$ cat src/hdl/line_path_pkg.sv
package line_path_pkg;

	// loopback control register
	localparam logic [7:0] LOOP_CTRL_OFFSET   = 8'h20;
	localparam logic [7:0] LOOP_CTRL_RESET    = 8'h00;
	localparam int         REMOTE_LOOP_BIT    = 2;
	localparam int         LOCAL_LOOP_BIT     = 3;
	localparam logic [7:0] LOOP_CTRL_MASK     = 8'h0C;

	// timing at 200 MHz
	localparam int         CLOCK_KHZ          = 200000;
	localparam int         RATE_64K_KHZ       = 64;
	localparam int         BITS_PER_8K        = 8;
	localparam int         FRAMES_PER_400     = 20;
	localparam int         RATE_6312_KHZ      = 6312;
	// half period of the 64 kHz and 6312 kHz outputs, rounded down
	localparam int         HALF_64K_CYC       = CLOCK_KHZ / (2 * RATE_64K_KHZ);
	localparam int         HALF_6312_CYC      = CLOCK_KHZ / (2 * RATE_6312_KHZ);

	// line modes
	typedef enum logic [1:0]
	{
		MODE_DATA  = 2'b00,
		MODE_CC8K  = 2'b01,
		MODE_CC400 = 2'b10,
		MODE_6312  = 2'b11
	} line_mode_type;

	localparam int         FIFO_DEPTH         = 16;

endpackage : line_path_pkg

$ cat src/hdl/line_fifo_if.sv
`timescale 1ns/1ps
// carrier between the core and its receive fifo
interface line_fifo_if #(parameter int WIDTH = 2);
	logic             in_valid;  // write side valid
	logic             in_ready;  // write side ready
	logic [WIDTH-1:0] in_data;   // write data
	logic             out_valid; // read side valid
	logic             out_ready; // read side ready
	logic [WIDTH-1:0] out_data;  // read data
	modport fifo (input in_valid, in_data, out_ready, output in_ready, out_valid, out_data);
	modport core (output in_valid, in_data, out_ready, input in_ready, out_valid, out_data);
endinterface : line_fifo_if

$ cat src/hdl/line_fifo.sv
`timescale 1ns/1ps
// small synchronous fifo with registered read data
module line_fifo #(
	parameter int WIDTH = 2,
	parameter int DEPTH = 16
)
(
	input  wire logic   clock,
	input  wire logic   arst_n,
	line_fifo_if.fifo   port
);
	localparam int AW = $clog2(DEPTH);

	logic [WIDTH-1:0] mem_r [DEPTH];   // storage
	logic [AW-1:0]    wptr_r;          // write pointer
	logic [AW-1:0]    rptr_r;          // read pointer
	logic [AW:0]      count_r;         // words held
	logic             out_valid_r;     // output holds a word
	logic [WIDTH-1:0] out_data_r;      // registered read data
	wire              wr_en;           // accepted write
	wire              pop;             // memory word moves to output
	wire              mem_has;         // memory not empty

	assign port.in_ready  = (count_r != (AW+1)'(DEPTH));
	assign wr_en          = port.in_valid && port.in_ready;
	assign mem_has        = (count_r != '0);
	assign pop            = mem_has && (!out_valid_r || port.out_ready);
	assign port.out_valid = out_valid_r;
	assign port.out_data  = out_data_r;

	// storage write
	always_ff @(posedge clock)
	begin
		if (wr_en)
			mem_r[wptr_r] <= port.in_data;
	end

	// pointers, count and output register
	always_ff @(posedge clock or negedge arst_n)
	begin
		if (!arst_n)
		begin
			wptr_r      <= '0;
			rptr_r      <= '0;
			count_r     <= '0;
			out_valid_r <= 1'b0;
			out_data_r  <= '0;
		end
		else
		begin
			if (wr_en)
				wptr_r <= wptr_r + 1'b1;
			if (pop)
			begin
				rptr_r     <= rptr_r + 1'b1;
				out_data_r <= mem_r[rptr_r];
			end
			count_r <= count_r + (AW+1)'(wr_en) - (AW+1)'(pop);
			if (pop)
				out_valid_r <= 1'b1;
			else if (port.out_ready)
				out_valid_r <= 1'b0;
		end
	end

endmodule : line_fifo

$ cat src/hdl/line_path.sv
`timescale 1ns/1ps
// Overview of operation
// - remote loop sends line input to driver
// - framer still receives; formatter output dropped
// - local loop feeds transmit data to receiver
// - local loop data passes enabled jitter attenuator
// - composite clock: AMI with 8 kHz violations
// - two variants: 8 kHz, 8 kHz plus 400 Hz
// - receiver recovers subrates from violation presence
// - violations follow transmit frame sync reference
// - free running violations without reference
// - 6312 mode drives square receive clock
// - 6312 mode floats 8 kHz and 400 Hz
// - pll output gives 50 percent square wave
// - transmit clock mirrors pll, remote uses recovered
// - 6312 mode ignores serial in and sync
// - 6312 mode floats transmit line driver
// - loopback bits reset to zero
module line_path
	import line_path_pkg::*;
#(
	parameter int FIFO_DEPTH_P = FIFO_DEPTH
)
(
	input  wire logic       clock,
	input  wire logic       arst_n,
	input  wire logic       reg_write,
	input  wire logic [7:0] reg_addr,
	input  wire logic [7:0] reg_wdata,
	output logic      [7:0] reg_rdata,
	input  wire logic       hw_mode,
	input  wire logic       remote_loop_pin,
	input  wire logic [1:0] line_mode,
	input  wire logic       jitter_atten_en,
	input  wire logic       receive_line_pos,
	input  wire logic       receive_line_neg,
	input  wire logic       transmit_frame_sync_in,
	input  wire logic       receive_serial_in,
	input  wire logic       formatter_pos,
	input  wire logic       formatter_neg,
	output logic            transmit_line_pos,
	output logic            transmit_line_neg,
	output logic            transmit_line_oe,
	output logic            framer_pos,
	output logic            framer_neg,
	output logic            framer_valid,
	output logic            receive_clock_out,
	output logic            receive_frame_sync_out,
	output logic            receive_400_out,
	output logic            receive_sub_oe,
	output logic            pll_clock_out,
	output logic            transmit_clock_out,
	output logic            serial_echo_out
);
	// pin synchronisers
	logic [7:0] sync1_r;   // first stage
	logic [7:0] sync2_r;   // second stage
	wire  [7:0] pins_raw = {receive_serial_in, remote_loop_pin, transmit_frame_sync_in,
		receive_line_neg, receive_line_pos, jitter_atten_en, hw_mode, 1'b0};
	wire        rx_pos   = sync2_r[3];
	wire        rx_neg   = sync2_r[4];
	wire        fs_in    = sync2_r[5];
	wire        rl_pin   = sync2_r[6];
	wire        ser_in   = sync2_r[7];
	wire        hw_s     = sync2_r[1];
	wire        ja_s     = sync2_r[2];

	always_ff @(posedge clock or negedge arst_n)
	begin
		if (!arst_n)
		begin
			sync1_r <= 8'h00;
			sync2_r <= 8'h00;
		end
		else
		begin
			sync1_r <= pins_raw;
			sync2_r <= sync1_r;
		end
	end

	// loopback register
	logic [7:0] loop_ctrl_r;   // stored control bits
	wire        ctrl_hit   = reg_write && (reg_addr == LOOP_CTRL_OFFSET);
	// unused bits are kept at zero whatever is written
	wire [7:0]  ctrl_nxt   = reg_wdata & LOOP_CTRL_MASK;
	// hardware mode: remote bit from pin, every other bit zero
	wire        remote_en  = hw_s ? rl_pin : loop_ctrl_r[REMOTE_LOOP_BIT];
	wire        local_en   = hw_s ? 1'b0 : loop_ctrl_r[LOCAL_LOOP_BIT];
	wire [7:0]  ctrl_view  = hw_s ? (8'h00 | (8'(rl_pin) << REMOTE_LOOP_BIT)) : loop_ctrl_r;

	always_ff @(posedge clock or negedge arst_n)
	begin
		if (!arst_n)
			loop_ctrl_r <= LOOP_CTRL_RESET;
		else if (ctrl_hit)
			loop_ctrl_r <= ctrl_nxt;
	end

	// read data register
	always_ff @(posedge clock or negedge arst_n)
	begin
		if (!arst_n)
			reg_rdata <= 8'h00;
		else if (reg_addr == LOOP_CTRL_OFFSET)
			reg_rdata <= ctrl_view;
		else
			reg_rdata <= 8'h00;
	end

	// mode decode
	line_mode_type mode;
	assign mode = line_mode_type'(line_mode);
	wire is_6312 = (mode == MODE_6312);
	wire is_cc   = (mode == MODE_CC8K) || (mode == MODE_CC400);

	// 64 kHz bit timing
	logic [15:0] tick_cnt_r;   // cycles within a half bit
	logic        half_r;       // second half of the bit
	logic [2:0]  bit_r;        // bit within 8 kHz frame
	logic [4:0]  frame_r;      // frame within 400 Hz period
	logic        last_pol_r;   // polarity of last mark
	logic        fs_d_r;       // delayed frame sync
	wire         tick_end  = (tick_cnt_r == 16'(HALF_64K_CYC - 1));
	wire         bit_end   = tick_end && half_r;
	wire         fs_rise   = fs_in && !fs_d_r;
	// frame sync realigns violation phase when present
	wire         fs_align  = fs_rise && !is_6312;
	wire         frame_end = bit_end && (bit_r == 3'(BITS_PER_8K - 1));
	// one violation dropped every twentieth frame in the 400 Hz variant
	wire         skip_bpv  = (mode == MODE_CC400) && (frame_r == 5'(FRAMES_PER_400 - 1));
	// violation on frame's first bit, free phase when no reference
	wire         bpv_bit   = (bit_r == 3'd0) && !skip_bpv;
	// AMI mark polarity: alternate, repeat on violation
	wire         mark_pol  = bpv_bit ? last_pol_r : !last_pol_r;

	always_ff @(posedge clock or negedge arst_n)
	begin
		if (!arst_n)
		begin
			tick_cnt_r <= 16'h0000;
			half_r     <= 1'b0;
			bit_r      <= 3'h0;
			frame_r    <= 5'h00;
			last_pol_r <= 1'b0;
			fs_d_r     <= 1'b0;
		end
		else
		begin
			fs_d_r <= fs_in;
			if (fs_align)
			begin
				tick_cnt_r <= 16'h0000;
				half_r     <= 1'b0;
				bit_r      <= 3'h0;
			end
			else
			begin
				tick_cnt_r <= tick_end ? 16'h0000 : tick_cnt_r + 16'h0001;
				if (tick_end)
					half_r <= !half_r;
				if (bit_end)
					bit_r <= bit_r + 3'h1;
			end
			if (frame_end)
				frame_r <= (frame_r == 5'(FRAMES_PER_400 - 1)) ? 5'h00 : frame_r + 5'h01;
			if (bit_end)
				last_pol_r <= mark_pol;
		end
	end

	// composite clock mark: first half of each bit
	wire cc_pos = is_cc && !half_r && mark_pol;
	wire cc_neg = is_cc && !half_r && !mark_pol;
	// formatter data replaced by line data in remote loop
	wire tx_pos_sel = remote_en ? rx_pos : (is_cc ? cc_pos : formatter_pos);
	wire tx_neg_sel = remote_en ? rx_neg : (is_cc ? cc_neg : formatter_neg);

	// transmit driver
	always_ff @(posedge clock or negedge arst_n)
	begin
		if (!arst_n)
		begin
			transmit_line_pos <= 1'b0;
			transmit_line_neg <= 1'b0;
			transmit_line_oe  <= 1'b0;
		end
		else
		begin
			transmit_line_pos <= tx_pos_sel;
			transmit_line_neg <= tx_neg_sel;
			transmit_line_oe  <= !is_6312;
		end
	end

	// receive source: local loop uses transmitted marks
	wire lp_pos = is_cc ? cc_pos : formatter_pos;
	wire lp_neg = is_cc ? cc_neg : formatter_neg;
	wire rs_pos = local_en ? lp_pos : rx_pos;
	wire rs_neg = local_en ? lp_neg : rx_neg;

	// receive fifo models the jitter attenuator elastic store
	line_fifo_if #(.WIDTH(2)) ja_if ();
	line_fifo #(.WIDTH(2), .DEPTH(FIFO_DEPTH_P)) u_ja_fifo
	(
		.clock  (clock),
		.arst_n (arst_n),
		.port   (ja_if)
	);
	// looped data also takes the attenuator path when enabled
	assign ja_if.in_valid  = ja_s;
	assign ja_if.in_data   = {rs_neg, rs_pos};
	assign ja_if.out_ready = 1'b1;
	wire [1:0] fr_data     = ja_s ? ja_if.out_data : {rs_neg, rs_pos};
	wire       fr_valid    = ja_s ? ja_if.out_valid : 1'b1;

	// framer feed, continues in remote loop
	always_ff @(posedge clock or negedge arst_n)
	begin
		if (!arst_n)
		begin
			framer_pos   <= 1'b0;
			framer_neg   <= 1'b0;
			framer_valid <= 1'b0;
		end
		else
		begin
			framer_pos   <= fr_data[0];
			framer_neg   <= fr_data[1];
			framer_valid <= fr_valid;
		end
	end

	// receive violation detector
	logic       rx_last_pol_r;  // polarity of last received mark
	logic       rx_mark_d_r;    // previous mark level
	logic [6:0] frame_gap_r;    // set on a violation, cleared at end of bit 1
	logic       rx8k_r;         // recovered 8 kHz
	logic       rx400_r;        // recovered 400 Hz
	logic [4:0] rx_fcnt_r;      // 8 kHz frames since missing violation
	wire        rx_mark    = rs_pos || rs_neg;
	wire        mark_start = rx_mark && !rx_mark_d_r;
	wire        rx_is_bpv  = mark_start && (rs_pos == rx_last_pol_r);
	// a frame passed without violation marks the 400 Hz phase
	wire        missed_bpv = bit_end && (bit_r == 3'd1) && (frame_gap_r == 7'h00);

	always_ff @(posedge clock or negedge arst_n)
	begin
		if (!arst_n)
		begin
			rx_last_pol_r <= 1'b0;
			rx_mark_d_r   <= 1'b0;
			frame_gap_r   <= 7'h00;
			rx8k_r        <= 1'b0;
			rx400_r       <= 1'b0;
			rx_fcnt_r     <= 5'h00;
		end
		else
		begin
			rx_mark_d_r <= rx_mark;
			if (mark_start)
				rx_last_pol_r <= rs_pos;
			if (rx_is_bpv)
				rx8k_r <= !rx8k_r;
			if (rx_is_bpv)
				frame_gap_r <= 7'h01;
			else if (bit_end && (bit_r == 3'd1))
				frame_gap_r <= 7'h00;
			if (missed_bpv)
			begin
				rx400_r   <= !rx400_r;
				rx_fcnt_r <= 5'h00;
			end
			else if (frame_end)
				rx_fcnt_r <= rx_fcnt_r + 5'h01;
		end
	end

	// 6312 kHz square wave from the core clock
	logic [7:0] sq_cnt_r;   // half period counter
	logic       sq_r;       // square wave level
	always_ff @(posedge clock or negedge arst_n)
	begin
		if (!arst_n)
		begin
			sq_cnt_r <= 8'h00;
			sq_r     <= 1'b0;
		end
		else if (sq_cnt_r == 8'(HALF_6312_CYC - 1))
		begin
			sq_cnt_r <= 8'h00;
			sq_r     <= !sq_r;
		end
		else
			sq_cnt_r <= sq_cnt_r + 8'h01;
	end

	// recovered receive clock: 6312 input squared or 64 kHz mark edges
	wire rclk_sel = is_6312 ? rx_pos : rx_mark;

	// clock and subrate outputs
	always_ff @(posedge clock or negedge arst_n)
	begin
		if (!arst_n)
		begin
			receive_clock_out      <= 1'b0;
			receive_frame_sync_out <= 1'b0;
			receive_400_out        <= 1'b0;
			receive_sub_oe         <= 1'b0;
			pll_clock_out          <= 1'b0;
			transmit_clock_out     <= 1'b0;
			serial_echo_out        <= 1'b0;
		end
		else
		begin
			receive_clock_out      <= rclk_sel;
			receive_frame_sync_out <= rx8k_r;
			receive_400_out        <= rx400_r;
			receive_sub_oe         <= !is_6312;
			pll_clock_out          <= is_6312 ? sq_r : !half_r;
			transmit_clock_out     <= remote_en ? rclk_sel : (is_6312 ? sq_r : !half_r);
			serial_echo_out        <= is_6312 ? 1'b0 : ser_in;
		end
	end

	// checks
	remote_route_a : assert property (@(posedge clock) disable iff (!arst_n)
		remote_en |=> (transmit_line_pos == $past(rx_pos)))
		else $error("remote loop not routing line input");
	driver_float_a : assert property (@(posedge clock) disable iff (!arst_n)
		is_6312 |=> !transmit_line_oe)
		else $error("driver enabled in 6312 mode");
	sub_float_a : assert property (@(posedge clock) disable iff (!arst_n)
		is_6312 |=> !receive_sub_oe)
		else $error("subrate outputs driven in 6312 mode");
	hw_local_a : assert property (@(posedge clock) disable iff (!arst_n)
		(hw_s && (reg_addr == LOOP_CTRL_OFFSET)) |=> ((reg_rdata & 8'hFB) == 8'h00))
		else $error("control bit other than remote read in hardware mode");
	unused_zero_a : assert property (@(posedge clock) disable iff (!arst_n)
		(loop_ctrl_r & ~LOOP_CTRL_MASK) == 8'h00)
		else $error("unused control bit set");
	echo_ignore_a : assert property (@(posedge clock) disable iff (!arst_n)
		is_6312 |=> !serial_echo_out)
		else $error("serial input not ignored");
	tclk_pll_a : assert property (@(posedge clock) disable iff (!arst_n)
		(is_6312 && !remote_en) |=> (transmit_clock_out == pll_clock_out))
		else $error("transmit clock differs from pll clock");
	sync_align_a : assert property (@(posedge clock) disable iff (!arst_n)
		fs_align |=> (bit_r == 3'd0 && tick_cnt_r == 16'h0000))
		else $error("violation phase not aligned to sync");

endmodule : line_path

$ cat config.mk
export PLATFORM = sky130hd
export DESIGN_NAME = line_path
export DESIGN_NICKNAME = d
export VERILOG_FILES = /design/src/hdl/line_path_pkg.sv /design/src/hdl/line_fifo_if.sv /design/src/hdl/line_fifo.sv /design/src/hdl/line_path.sv
export SDC_FILE = /design/constraint.sdc
export NUM_CORES = 1
export LEC_CHECK = 0
export ABC_AREA = 1
export ABC_CLOCK_PERIOD_IN_PS = 3150
export BUFFER_PORTS_ARGS = -buffer_cell sky130_fd_sc_hd__buf_2
export CAP_MARGIN = 20
export CORE_MARGIN = 1
export CORE_UTILIZATION = 50
export CTS_CLUSTER_SIZE = 12
export DETAILED_ROUTE_END_ITERATION = 12
export MAX_ROUTING_LAYER = met4
export PLACE_DENSITY_LB_ADDON = 0.05
export SKIP_LAST_GASP = 1
export SYNTH_ARGS = -nofsm -noshare
export SYNTH_HDL_FRONTEND = slang
export SYNTH_SLANG_ARGS = --single-unit
$ cat constraint.sdc
create_clock -name clock -period 3.15 [get_ports clock]
set_input_delay 0.63 -clock clock [delete_from_list [all_inputs] [get_ports clock]]
set_output_delay 0.63 -clock clock [all_outputs]
set_load 0.05 [all_outputs]
==> PnR_summary.wiki <==
{| class="wikitable"
! Metric !! Value
|-
| Combined global-route utilization of all metal layers || 20.4%
|-
| Final setup violation count || 0
|-
| Grt total ovfl || 0
|-
| Worst setup skew after layout || 0.00535 ns
|-
| Post-synthesis cell area || 5290 sq um
|-
| Sequential cell area fraction in the yosys report || 59.3%
|-
| Kind of path behind the tightest hold check || in -> async
|-
| Top delay family on crit path || adder cells
|-
| Via count || 3572
|-
| Main flop type after synthesis || sky130_fd_sc_hd__dfrtp_1
|-
| Count of buffers added by post-CTS timing repair for setup || 0
|-
| DIE WIDTH || 105 microns
|-
| Worst rel slew slack || 52.6%
|-
| Transition time of the tightest slew-check pin || 0.705 ns
|-
| Overall die area || 11000 sq um
|-
| Die span in y || 105 microns
|-
| Global-route wire length before repair || 16.4 mm
|-
| Crit Path Category || reg -> reg
|-
| Reg2Reg Launch Point || u_ja_fifo.count_r[2]
|-
| Xor/xnor cell area share of the yosys netlist || 2.82%
|-
| Drt initial violations || 198
|-
| Arrival time of data at the critical path endpoint || 2.79 ns
|-
| Post-cts repair resize count || 0
|-
| HPWL after detailed placement || 6.70 mm
|-
| Via count of the first global-routing pass || 3449
|-
| GPL Wtd Cong || 0.847
|-
| Synth Area in Simple Gates || 17.4%
|-
| Run status || completed
|-
| Share of cells above drive strength 1 || 15.1%
|-
| Combinational family with the most area after synthesis || simple AND/OR/NAND/NOR gates
|-
| Top cells by area in the synthesized netlist || sky130_fd_sc_hd__dfrtp_1, sky130_fd_sc_hd__edfxtp_1, sky130_fd_sc_hd__ha_1, sky130_fd_sc_hd__nand2_1, sky130_fd_sc_hd__inv_1
|-
| RSZ-0062 raised after global routing || no
|-
| Final-report hold violation count || 0
|-
| CTS tree || done
|-
| Final Hold Slack || 0.134 ns
|-
| Library cell with the highest instance count after synthesis || sky130_fd_sc_hd__dfrtp_1
|-
| Number of max-cap violations || 0
|-
| Flop and latch count out of synthesis || 119
|-
| Syn Area/Cell || 10.3 sq um
|-
| Sinks on the clock net || 119
|-
| Layout Nets || 617
|-
| Warnings, synthesis || 0
|-
| Final wirelength || 9.55 mm
|-
| Number of antenna violations at the first check in global routing || 0
|-
| Number of nets with antenna violations after detailed routing || 0
|-
| Synthesized instance count || 512
|-
| Clock tree root buffer cell || sky130_fd_sc_hd__clkbuf_8
|-
| Post-synth ARST share || 73.1%
|-
| Number of I/O pins || 51
|-
| Average routed wire per standard cell || 13.4 microns
|-
| Fin crit share || 75.2%
|-
| IR drop worst, VDD || 0.337 mV
|-
| Source-to-sink clock delay at the later pin of the worst-skew pair || 0.50 ns
|-
| Highest fanout seen on the critical path || 10
|-
| Number of core rows || 37
|-
| Number of buffers added by the clock tree synthesis step || 17
|-
| Post-CTS clock slew at the launch and capture registers of the worst setup and hold paths || 0.05 ns
|-
| Pin count of the biggest net entering global routing || 88
|-
| EDFF count, synth || 32
|-
| Final-report max-slew violation count || 0
|-
| Cell at the slowest stage of the critical path || sky130_fd_sc_hd__fa_1
|-
| Highest attainable clock frequency || 422 MHz
|-
| CP required || 3.57 ns
|-
| Largest stage delay, worst path || 0.40 ns
|-
| Startpoint type of the worst setup path || flop
|-
| Initial Util || 51.5%
|-
| Inserted Diodes || 0
|-
| P_leak || 2.92 nW
|-
| Number of vias per cell || 5.02
|-
| Maximum count of clock buffers along a single path || 2
|-
| Fraction of the mapped netlist area in adder cells || 5.58%
|-
| Area growth from synthesis to layout || 17.2%
|-
| DRC violation count after routing || 0
|-
| Largest area contributor in the netlist || sky130_fd_sc_hd__dfrtp_1
|-
| Placeable core region || 10300 sq um
|-
| Most frequent cells after synthesis || sky130_fd_sc_hd__dfrtp_1, sky130_fd_sc_hd__nand2_1, sky130_fd_sc_hd__inv_1
|-
| Number of buffer cells added on primary ports || 38
|-
| Crit path from || u_ja_fifo.count_r[2]
|-
| Synth top area share || 41.2%
|-
| Mux contribution to synthesized area || 1.75%
|-
| Number of unique standard cell types used by synthesis || 40
|-
| Power density normalized to cell area || 798 nW/um^2
|-
| Count of hold-fix buffers inserted at cts || 0
|-
| Minimum clock period after layout || 2.37 ns
|-
| Nature of the critical path endpoint || flop
|-
| Cell-by-cell listing of the critical path || inv_1 > ha_1 > nand4_1 > buf_4 > ha_1 > inv_1 > ha_1 > inv_1 > fa_1 > o21ai_0 > xor2_1
|-
| H-tree levels || 4
|-
| Number of optimization iterations in the first detailed-route pass || 6
|-
| Worst Path Buf+Inv || 4
|-
| Post-route setup TNS || 0 ns
|-
| Area fraction in compound gates after synthesis || 6.34%
|}
-- placed cells by master, fill, tap and decap left out, types with 4 or more instances in the layout --
cell	instances
sky130_fd_sc_hd__nor3_1	6
sky130_fd_sc_hd__dfrtp_1	87
sky130_fd_sc_hd__o21ai_0	31
sky130_fd_sc_hd__inv_2	4
sky130_fd_sc_hd__clkbuf_1	5
sky130_fd_sc_hd__ha_1	22
sky130_fd_sc_hd__conb_1	6
sky130_fd_sc_hd__clkbuf_16	16
sky130_fd_sc_hd__a21oi_1	13
sky130_fd_sc_hd__nor3b_1	4
sky130_fd_sc_hd__nor4_1	6
sky130_fd_sc_hd__o221ai_1	4
sky130_fd_sc_hd__clkbuf_8	7
sky130_fd_sc_hd__mux2i_1	7
sky130_fd_sc_hd__xor2_1	14
sky130_fd_sc_hd__nand2_1	72
sky130_fd_sc_hd__nand4_1	10
sky130_fd_sc_hd__nand3_1	25
sky130_fd_sc_hd__buf_2	37
sky130_fd_sc_hd__o211ai_1	4
sky130_fd_sc_hd__inv_1	65
sky130_fd_sc_hd__nor2_1	58
sky130_fd_sc_hd__edfxtp_1	32
-- flip-flops by register name, indices dropped and copies added (netlist names), 2 cells and up --
| signal | flops |
|---|---|
| u_ja_fifo.port.out_data | 2 |
| u_ja_fifo.mem_r | 32 |
| u_ja_fifo.rptr_r | 4 |
| sq_cnt_r | 8 |
| sync1_r | 7 |
| loop_ctrl_r | 2 |
| frame_r | 5 |
| u_ja_fifo.wptr_r | 4 |
| sync2_r | 7 |
| u_ja_fifo.count_r | 5 |
| tick_cnt_r | 16 |
| reg_rdata | 2 |
| bit_r | 3 |
-- through the flow --
stage                     setup WS, ns  cell area, sq um  power (mW)  cells  util, %
after global routing             0.608              6200        5.25    711     60.3
after CTS                        0.742              6200        5.00    711     60.3
final                            0.780              6200        4.94    711     60.3
after detailed placement         0.733              5620        3.14    681     54.7
after floorplan                  0.875              5310        2.84    517        -
after global placement           0.756              5620        3.09    681     54.7
-- area by class of cell --
class                           count  area (sq um)
Clock inverter                      2          60.1
Multi-Input combinational cell    313          1820
Fill cell                         915          4080
Sequential cell                   119          3140
Inverter                           72           270
Tap cell                          136           170
Timing Repair Buffer               41           228
Clock buffer                       28           515
-- worst paths after layout --
check	endpoint	slack, ns	cells past startpoint
setup / recovery	u_ja_fifo.count_r[4]	0.78	11
hold / removal	frame_r[2]	0.13	2
setup reg to reg	u_ja_fifo.count_r[4]	0.78	11
hold reg to reg	sync2_r[2]	0.34	0
max in group asynchronous	u_ja_fifo.count_r[3]	2.63	2
min in group clock	sync1_r[7]	0.23	1
-- report_power, final --
group / switching [mW] / internal, mW / total (mW) / leakage, nW
sequential: 0.186 / 1.82 / 2.01 / 1.36
combinational: 0.702 / 0.396 / 1.10 / 1.27
clock: 0.598 / 1.24 / 1.84 / 0.282
total: 1.49 / 3.46 / 4.94 / 2.92
-- cell families (layout without fill, tap and decap cells) --
family,count (synthesis),after routing
mux,9,9
simple gates,198,198
flops,119,119
xor+xnor,17,17
fa+ha+maj,23,23
other cells,1,6
compound gates,60,60
buf+inv,85,143
-- routing by layer --
metal	vias up	track usage, %	wire, microns
met1	1711	27.6	4630
met2	63	29.6	4470
met5	-	-	0
met4	0	8.65	134
met3	13	4.99	316
li1	1785	-	-
(Power assumes the default switching activity.)
